### config.mk
export PLATFORM = sky130hd
export DESIGN_NAME = rtcx_core
export DESIGN_NICKNAME = d
export VERILOG_FILES = /design/src/rtcx_pkg.sv /design/src/rtcx_core.sv
export VERILOG_INCLUDE_DIRS = /design/src
export SDC_FILE = /design/constraint.sdc
export NUM_CORES = 1
export LEC_CHECK = 0
export ABC_CLOCK_PERIOD_IN_PS = 3700
export BUFFER_PORTS_ARGS = -buffer_cell sky130_fd_sc_hd__buf_2
export CORE_MARGIN = 3
export CORE_UTILIZATION = 60
export DETAILED_ROUTE_END_ITERATION = 7
export PLACE_DENSITY_LB_ADDON = 0.3
export REMOVE_ABC_BUFFERS = 1
export SYNTH_ARGS = -nofsm -noshare
export SYNTH_HDL_FRONTEND = slang
export SYNTH_SLANG_ARGS = --single-unit
### constraint.sdc
create_clock -name i_mclk -period 3.7 [get_ports i_mclk]
set_input_delay 0.74 -clock i_mclk [delete_from_list [all_inputs] [get_ports i_mclk]]
set_output_delay 0.74 -clock i_mclk [all_outputs]
set_load 0.01 [all_outputs]
### src/rtcx_regs.svh
// register indices, field positions, reset values and timing figures
`ifndef RTCX_REGS_SVH
`define RTCX_REGS_SVH
// word indices; byte address is four times the index
`define RTCX_IDX_SEC 6'h00
`define RTCX_IDX_MIN 6'h01
`define RTCX_IDX_HOUR 6'h02
`define RTCX_IDX_RAM 6'h07
`define RTCX_IDX_EXT 6'h0d
`define RTCX_IDX_FLAG 6'h0f
// field positions
`define RTCX_FLAG_STOP_BIT 0
`define RTCX_EXT_TEST_BIT 7
`define RTCX_EXT_ALARM_BIT 6
`define RTCX_EXT_UPD_BIT 5
`define RTCX_EXT_RUN_BIT 4
// writable masks of the clock counters
`define RTCX_SEC_MASK 8'h7f
`define RTCX_MIN_MASK 8'h7f
`define RTCX_HOUR_MASK 8'h3f
// bcd wrap points
`define RTCX_SEC_TOP 8'h59
`define RTCX_MIN_TOP 8'h59
`define RTCX_HOUR_TOP 8'h23
// reset values
`define RTCX_FLAG_RST 1'b1
`define RTCX_EXT_RST 8'h00
`define RTCX_CNT_RST 8'h00
`define RTCX_RAM_RST 8'h00
// timing figures in their own units
`define RTCX_CLK_HZ 25000000
`define RTCX_REL_SEC_MS 500
`define RTCX_REL_MIN_US 7813
`define RTCX_FREQ_OUTPUT_PIN_HI_HZ 32768
`define RTCX_FREQ_OUTPUT_PIN_MID_HZ 1024
`define RTCX_FREQ_OUTPUT_PIN_LO_HZ 1
`define RTCX_TSRC_FAST_HZ 4096
`define RTCX_TSRC_SLOW_HZ 64
`endif

### src/rtcx_pkg.sv
// types shared by the rtc register block
package rtcx_pkg;
  // ahb-lite address phase signals
  typedef struct packed {
    logic hsel;
    logic [1:0] htrans;
    logic [7:0] haddr;
    logic hwrite;
    logic [2:0] hsize;
  } rtcx_ahb_req_t;

  // extension control byte, msb first
  typedef struct packed {
    logic test;
    logic alarm_target_select;
    logic update_period_select;
    logic timer_run;
    logic [1:0] out_rate_sel;
    logic [1:0] timer_src_sel;
  } rtcx_ext_t;

  typedef enum logic [1:0] {
    RTCX_RATE_HI = 2'b00,
    RTCX_RATE_MID = 2'b01,
    RTCX_RATE_LO = 2'b10,
    RTCX_RATE_HI2 = 2'b11
  } rtcx_rate_t;

  typedef enum logic [1:0] {
    RTCX_TSRC_FAST = 2'b00,
    RTCX_TSRC_SLOW = 2'b01,
    RTCX_TSRC_SEC = 2'b10,
    RTCX_TSRC_MIN = 2'b11
  } rtcx_tsrc_t;
endpackage

### src/rtcx_core.sv
// rtc flag, extension, scratch and clock counter registers on ahb-lite
//
// Register access over AHB-Lite is this design's own decision.
`timescale 1ns/1ns
`default_nettype none
`include "rtcx_regs.svh"

module rtcx_core #(
  parameter int unsigned P_SEC_CYC = `RTCX_CLK_HZ,
  parameter int unsigned P_REL_SEC_CYC =
    `RTCX_CLK_HZ / 1000 * `RTCX_REL_SEC_MS,
  parameter int unsigned P_REL_MIN_CYC =
    `RTCX_CLK_HZ / 1000000 * `RTCX_REL_MIN_US,
  parameter int unsigned P_HALF_MID_CYC =
    `RTCX_CLK_HZ / (2 * `RTCX_FREQ_OUTPUT_PIN_MID_HZ),
  parameter int unsigned P_HALF_LO_CYC =
    `RTCX_CLK_HZ / (2 * `RTCX_FREQ_OUTPUT_PIN_LO_HZ),
  parameter int unsigned P_TICK_FAST_CYC =
    `RTCX_CLK_HZ / `RTCX_TSRC_FAST_HZ,
  parameter int unsigned P_TICK_SLOW_CYC =
    `RTCX_CLK_HZ / `RTCX_TSRC_SLOW_HZ
) (
  input wire logic i_mclk,
  input wire logic i_rst_n,
  input wire rtcx_pkg::rtcx_ahb_req_t i_ahb,
  input wire logic i_hready,
  input wire logic [31:0] i_hwdata,
  output logic [31:0] o_hrdata,
  output logic o_hreadyout,
  output logic o_hresp,
  input wire logic i_temp_comp_halt,
  output logic o_freq_output_pin,
  output logic o_update_irq,
  output logic o_timer_tick,
  output logic o_alarm_target_select
);
  // fast half period is fixed by the clock macro, not a parameter
  localparam int unsigned HALF_HI_CYC =
    `RTCX_CLK_HZ / (2 * `RTCX_FREQ_OUTPUT_PIN_HI_HZ);

  // bcd increment with wrap at top
  function automatic logic [7:0] bcd_next(input logic [7:0] v,
                                          input logic [7:0] top);
    logic [7:0] r;
    r = 8'h00;
    if (v == top) begin
      r = 8'h00;
    end else if (v[3:0] == 4'h9) begin
      r = {v[7:4] + 4'h1, 4'h0};
    end else begin
      r = v + 8'h01;
    end
    return r;
  endfunction

  ////////////////////////////////////////////////////////////////////////
  // ahb-lite slave: zero wait states, always okay

  logic ap_wr_q;
  logic [5:0] ap_idx_q;
  logic [31:0] rdata_q;
  wire logic ap_take;
  wire logic [5:0] ap_idx;

  assign ap_take = i_ahb.hsel && i_ahb.htrans[1] && i_hready;
  assign ap_idx = i_ahb.haddr[7:2];
  assign o_hreadyout = 1'b1;
  assign o_hresp = 1'b0;
  assign o_hrdata = rdata_q;

  // data phase write strobes
  wire logic wr_sec;
  wire logic wr_min;
  wire logic wr_hour;
  wire logic wr_ram;
  wire logic wr_ext;
  wire logic wr_flag;
  assign wr_sec = ap_wr_q && (ap_idx_q == `RTCX_IDX_SEC);
  assign wr_min = ap_wr_q && (ap_idx_q == `RTCX_IDX_MIN);
  assign wr_hour = ap_wr_q && (ap_idx_q == `RTCX_IDX_HOUR);
  assign wr_ram = ap_wr_q && (ap_idx_q == `RTCX_IDX_RAM);
  assign wr_ext = ap_wr_q && (ap_idx_q == `RTCX_IDX_EXT);
  assign wr_flag = ap_wr_q && (ap_idx_q == `RTCX_IDX_FLAG);

  // address phase capture
  always_ff @(posedge i_mclk or negedge i_rst_n) begin
    if (!i_rst_n) begin
      ap_wr_q <= 1'b0;
      ap_idx_q <= 6'h00;
    end else begin
      ap_wr_q <= ap_take && i_ahb.hwrite;
      ap_idx_q <= ap_idx;
    end
  end

  ////////////////////////////////////////////////////////////////////////
  // timebase and registers

  logic [31:0] pre_q;
  logic [7:0] sec_q;
  logic [7:0] min_q;
  logic [7:0] hour_q;
  logic [7:0] ram_q;
  logic flag_q;
  logic halt_m_q;
  logic halt_s_q;
  rtcx_pkg::rtcx_ext_t ext_q;

  wire logic sec_tick;
  wire logic min_tick;
  wire logic hour_tick;
  assign sec_tick = (pre_q == P_SEC_CYC - 1);
  assign min_tick = sec_tick && (sec_q == `RTCX_SEC_TOP);
  assign hour_tick = min_tick && (min_q == `RTCX_MIN_TOP);

  // next values; a write beats a tick so software can set the time
  wire logic [7:0] sec_d;
  wire logic [7:0] min_d;
  wire logic [7:0] hour_d;
  wire logic [7:0] ram_d;
  wire logic flag_d;
  wire rtcx_pkg::rtcx_ext_t ext_d;
  assign sec_d = wr_sec ? (i_hwdata[7:0] & `RTCX_SEC_MASK) :
    sec_tick ? bcd_next(sec_q, `RTCX_SEC_TOP) : sec_q;
  assign min_d = wr_min ? (i_hwdata[7:0] & `RTCX_MIN_MASK) :
    min_tick ? bcd_next(min_q, `RTCX_MIN_TOP) : min_q;
  assign hour_d = wr_hour ? (i_hwdata[7:0] & `RTCX_HOUR_MASK) :
    hour_tick ? bcd_next(hour_q, `RTCX_HOUR_TOP) : hour_q;
  assign ram_d = wr_ram ? i_hwdata[7:0] : ram_q;
  assign ext_d = wr_ext ? rtcx_pkg::rtcx_ext_t'(i_hwdata[7:0]) : ext_q;
  // halt beats the clear so no event is lost; a 1 write is ignored
  assign flag_d = halt_s_q ? 1'b1 :
    (wr_flag && !i_hwdata[`RTCX_FLAG_STOP_BIT]) ? 1'b0 : flag_q;

  // halt input comes from the analog side, so synchronise it
  always_ff @(posedge i_mclk or negedge i_rst_n) begin
    if (!i_rst_n) begin
      halt_m_q <= 1'b0;
      halt_s_q <= 1'b0;
    end else begin
      halt_m_q <= i_temp_comp_halt;
      halt_s_q <= halt_m_q;
    end
  end

  // register state; reset stands for power-up from zero volts
  always_ff @(posedge i_mclk or negedge i_rst_n) begin
    if (!i_rst_n) begin
      pre_q <= 32'h0000_0000;
      sec_q <= `RTCX_CNT_RST;
      min_q <= `RTCX_CNT_RST;
      hour_q <= `RTCX_CNT_RST;
      ram_q <= `RTCX_RAM_RST;
      ext_q <= rtcx_pkg::rtcx_ext_t'(`RTCX_EXT_RST);
      flag_q <= `RTCX_FLAG_RST;
    end else begin
      pre_q <= sec_tick ? 32'h0000_0000 : pre_q + 32'h0000_0001;
      sec_q <= sec_d;
      min_q <= min_d;
      hour_q <= hour_d;
      ram_q <= ram_d;
      ext_q <= ext_d;
      flag_q <= flag_d;
    end
  end

  // read mux looks at next values so a read right after a write sees it
  wire logic [31:0] rd_mux;
  assign rd_mux =
    (ap_idx == `RTCX_IDX_SEC) ? {24'h00_0000, sec_d} :
    (ap_idx == `RTCX_IDX_MIN) ? {24'h00_0000, min_d} :
    (ap_idx == `RTCX_IDX_HOUR) ? {24'h00_0000, hour_d} :
    (ap_idx == `RTCX_IDX_RAM) ? {24'h00_0000, ram_d} :
    (ap_idx == `RTCX_IDX_EXT) ? {24'h00_0000, ext_d} :
    (ap_idx == `RTCX_IDX_FLAG) ? {31'h0000_0000, flag_d} :
    32'h0000_0000; // unmapped reads zero

  always_ff @(posedge i_mclk or negedge i_rst_n) begin
    if (!i_rst_n) begin
      rdata_q <= 32'h0000_0000;
    end else if (ap_take && !i_ahb.hwrite) begin
      rdata_q <= rd_mux;
    end
  end

  ////////////////////////////////////////////////////////////////////////
  // update interrupt with automatic release

  logic [31:0] rel_q;
  logic upd_irq_q;
  wire logic upd_evt;
  wire logic [31:0] rel_len;
  assign upd_evt = ext_q.update_period_select ? min_tick : sec_tick;
  assign rel_len = ext_q.update_period_select ? P_REL_MIN_CYC :
    P_REL_SEC_CYC;
  assign o_update_irq = upd_irq_q;

  // release counts down from the selected hold time
  always_ff @(posedge i_mclk or negedge i_rst_n) begin
    if (!i_rst_n) begin
      rel_q <= 32'h0000_0000;
      upd_irq_q <= 1'b0;
    end else if (upd_evt) begin
      rel_q <= rel_len - 32'h0000_0001;
      upd_irq_q <= 1'b1;
    end else if (rel_q != 32'h0000_0000) begin
      rel_q <= rel_q - 32'h0000_0001;
    end else begin
      upd_irq_q <= 1'b0;
    end
  end

  ////////////////////////////////////////////////////////////////////////
  // periodic timer source tick

  logic [31:0] fast_q;
  logic [31:0] slow_q;
  logic tick_q;
  wire logic fast_tick;
  wire logic slow_tick;
  wire logic src_tick;
  assign fast_tick = (fast_q == P_TICK_FAST_CYC - 1);
  assign slow_tick = (slow_q == P_TICK_SLOW_CYC - 1);
  assign src_tick =
    (ext_q.timer_src_sel == rtcx_pkg::RTCX_TSRC_FAST) ? fast_tick :
    (ext_q.timer_src_sel == rtcx_pkg::RTCX_TSRC_SLOW) ? slow_tick :
    (ext_q.timer_src_sel == rtcx_pkg::RTCX_TSRC_SEC) ? sec_tick :
    min_tick;
  assign o_timer_tick = tick_q;
  assign o_alarm_target_select = ext_q.alarm_target_select;

  // ticks reach o_timer_tick only while the timer runs
  always_ff @(posedge i_mclk or negedge i_rst_n) begin
    if (!i_rst_n) begin
      fast_q <= 32'h0000_0000;
      slow_q <= 32'h0000_0000;
      tick_q <= 1'b0;
    end else begin
      fast_q <= fast_tick ? 32'h0000_0000 : fast_q + 32'h0000_0001;
      slow_q <= slow_tick ? 32'h0000_0000 : slow_q + 32'h0000_0001;
      tick_q <= ext_q.timer_run && src_tick;
    end
  end

  ////////////////////////////////////////////////////////////////////////
  // frequency output; the 32768 Hz rate is approximate at this clock

  logic [31:0] fcnt_q;
  logic freq_output_pin_q;
  wire logic [31:0] half_cyc;
  wire logic freq_output_pin_flip;
  assign half_cyc =
    (ext_q.out_rate_sel == rtcx_pkg::RTCX_RATE_MID) ? P_HALF_MID_CYC :
    (ext_q.out_rate_sel == rtcx_pkg::RTCX_RATE_LO) ? P_HALF_LO_CYC :
    HALF_HI_CYC;
  // >= so a switch to a faster rate never waits a long period out
  assign freq_output_pin_flip = (fcnt_q >= half_cyc - 1);
  assign o_freq_output_pin = freq_output_pin_q;

  always_ff @(posedge i_mclk or negedge i_rst_n) begin
    if (!i_rst_n) begin
      fcnt_q <= 32'h0000_0000;
      freq_output_pin_q <= 1'b0;
    end else if (freq_output_pin_flip) begin
      fcnt_q <= 32'h0000_0000;
      freq_output_pin_q <= !freq_output_pin_q;
    end else begin
      fcnt_q <= fcnt_q + 32'h0000_0001;
    end
  end

  logic first_q;
  always_ff @(posedge i_mclk or negedge i_rst_n) begin
    if (!i_rst_n) begin
      first_q <= 1'b1;
    end else begin
      first_q <= 1'b0;
    end
  end
endmodule
`default_nettype wire

==> results.cfg <==
[outcome]
run_status = completed

[global_routing]
grt_pass1_vias = 8680
grt_max_degree = 78
grt_usage = 0.238
antenna_found_initial = 0
grt-ovfl-total = 0
grt_pass1_wl_um = 42500

[logic_synthesis]
synth_compound_area_frac = 0.0744
syn-mean-instance-area_um2 = 9.74
async_flop_share = 1.00
synthesis.area_mm2 = 0.0116
synth_edf_count = 0
synthXorXnorAreaFrac = 0.107
synth_top_family_by_area = simple AND/OR/NAND/NOR gates
synth.area.mux_share = 0.0248
synth_warnings = 0
synthAdderAreaFrac = 0.0450
synth-seq-area-share = 0.475
postSynthCellCount = 1195
ys_types = 67
yosys.area_share.simple = 0.233
ys_ff_latch = 221
synth-main-ff-cell = dfrtp_1

[routing]
dr.pass1.iters = 5
num_vias = 8827
route.detailed.drc = 0
drtIter0Drc = 539
post_drt_wl_per_cell_um = 16.1
viasPerCell = 5.78
drtAntennaViolNets = 0
wirelength_um = 24700

[placed_design]
hpwl_um = 17400
numPortBuffers = 32
pre_cts_slack_ns = 0.453
place_congestion = 0.900

[timing]
rsz0062_at_grt = false
tightestPinTransition_ns = 0.901
final.setup.tns_ns = 0
final-max-slew-violation-count = 0
setup_viol = 0
fmax_mhz = 302
whs_ns = 0.212
period_minus_slack_ns = 3.32
finalHoldViolCount = 0
period_share = 0.896
relSlewSlack = 0.399
skew_ns = 0.0117
final.setup.worst_slack_ns = 0.384

[finish]
final_common_cell = dfrtp_1
layout_common_cells = dfrtp_1, nor2_1, nand2_1, xnor2_1, nand3_1
layout-drive-gt1-share = 0.0971
area_growth_pct = 11.3
diodes = 0
fillCellCount = 1478
multi_input_area_mm2 = 0.00578
regArea_mm2 = 0.00553
nNetsFinal = 1341

[setup_path]
critPathBufInv = 0
critPathMaxFanout = 13
crit_chain = or4_1, or4_1, or4_4, or4_1, a21oi_1, a211o_1, o221a_2
slowest_stage = or4_4
worstSetupPathType = register to register
critPathRequiredTime_ns = 4.15
cp_slowest_stage_delay_ns = 0.70
cp_data_arrival_time_ns = 3.77
critPathTopFamily = simple AND/OR/NAND/NOR gates
cp_common_cell = or4_1
start_kind = register
crit_path_end_kind = register

[power]
ir_drop_uv = 372
p_leak_nw = 6.06
powerDensity_mw_per_mm2 = 405
total_power_mw = 5.25

[clock_tree]
cts_root_buffer = clkbuf_16
cts.sinks = 221
cts_max_path_buffers = 3
htree_levels = 1
clock_latency_ns = 0.51
postCtsSetupBuffers = 0
cts_made_buffers = 24
clk_pin_slew_ns = 0.06
hold_buffers = 0
ctsResizeCount = 0
cts_tree = built

[floorplan]
ios = 89
die_area_mm2 = 0.0211
initial_core_util = 0.616
die_h_um = 145
fp-row-count = 50
die_width_um = 145
core-area_mm2 = 0.0189

[min_path]
hold_path.class = input port to asynchronous set/reset pin

[flow_run]
maxCapViolations = 0
state kept, by name, summed over array words and instances (netlist names), 6 cells and up:
signal,count
ext_q,7
pre_q,32
slow_q,32
fcnt_q,32
ram_q,8
min_q,8
fast_q,32
sec_q,8
ap_idx_q,6
hour_q,8
rel_q,32
o_hrdata,8
logic make-up after synthesis:
family                   Yosys count
flip-flops                       221
buffers and inverters             94
XOR/XNOR                         142
other                              2
AO/OA/AOI/OAI                    133
multiplexers                      27
adder cells (fa/ha/maj)           42
AND/OR/NAND/NOR                  534
synth_stat cells (5+ instances only):
cell,n,area (um2)
and4_1,7,61.3
xnor2_1,84,736
nor2b_1,6,37.5
ha_1,41,513
nor4b_1,6,52.6
mux2_2,15,169
nor2_1,161,604
or3_1,14,87.6
or4_1,13,97.6
mux2i_1,12,120
nor3_1,28,140
a21oi_1,33,165
clkbuf_1,24,90.1
inv_1,41,154
nand2_1,93,349
a211oi_1,5,37.5
o31ai_1,5,37.5
and3_1,26,163
nand3b_1,5,37.5
nand4_1,35,219
xor2_1,58,508
buf_4,26,195
a21o_1,5,37.5
nor4_1,28,175
o21ai_0,30,150
nand3_1,71,355
and2_1,13,81.3
a31oi_1,13,81.3
dfrtp_1,220,5510
layer usage:
layer  part of all wire  track usage  wire (um)  vias up
met3              0.050       0.0328       1230       52
met4              0.026       0.0736        650        0
li1                   -            -          -     4268
met1               0.46        0.335      11200     4296
met2               0.47        0.385      11500      211
met5                  0            0          0        -
per-stage QoR:
stage / instance area [um2] / utilization / cells
6_report: 13000 / 0.686 / 1527
2_1_floorplan: 11400 / - / 1173
3_3_place_gp: 12100 / 0.641 / 1483
3_5_place_dp: 12100 / 0.641 / 1483
4_1_cts: 13000 / 0.686 / 1527
5_1_grt: 13000 / 0.686 / 1527
final timing paths:
kind	to	slack (ns)	cells after the start	from
hold reg to reg	halt_s_q$_DFF_PN0_	0.36	0	halt_m_q$_DFF_PN0_
hold / removal	slow_q[31]$_DFF_PN0_	0.21	1	i_rst_n
min in group i_mclk	halt_m_q$_DFF_PN0_	0.34	1	i_temp_comp_halt
setup reg to reg	o_hrdata[6]$_DFFE_PN0P_	0.38	7	pre_q[8]$_DFF_PN0_
max in group asynchronous	fast_q[4]$_DFF_PN0_	2.63	2	i_rst_n
setup / recovery	o_hrdata[6]$_DFFE_PN0P_	0.38	7	pre_q[8]$_DFF_PN0_
where the power goes:
part	total (mW)	switching [mW]	internal, mW
Clock	2.49	0.944	1.55
Combinational	0.252	0.163	0.0884
Sequential	2.50	0.0387	2.46
Total	5.25	1.15	4.10
layout make-up:
class                   instances  share of cell area
inverters                      41              0.0119
clock inverters                 6             0.00618
repair buffers                 50              0.0245
multi-input cells             911               0.446
flip-flops and latches        221               0.427
well taps                     260              0.0251
clock buffers                  38              0.0590
No activity file was read; power rests on OpenSTA's default activity.
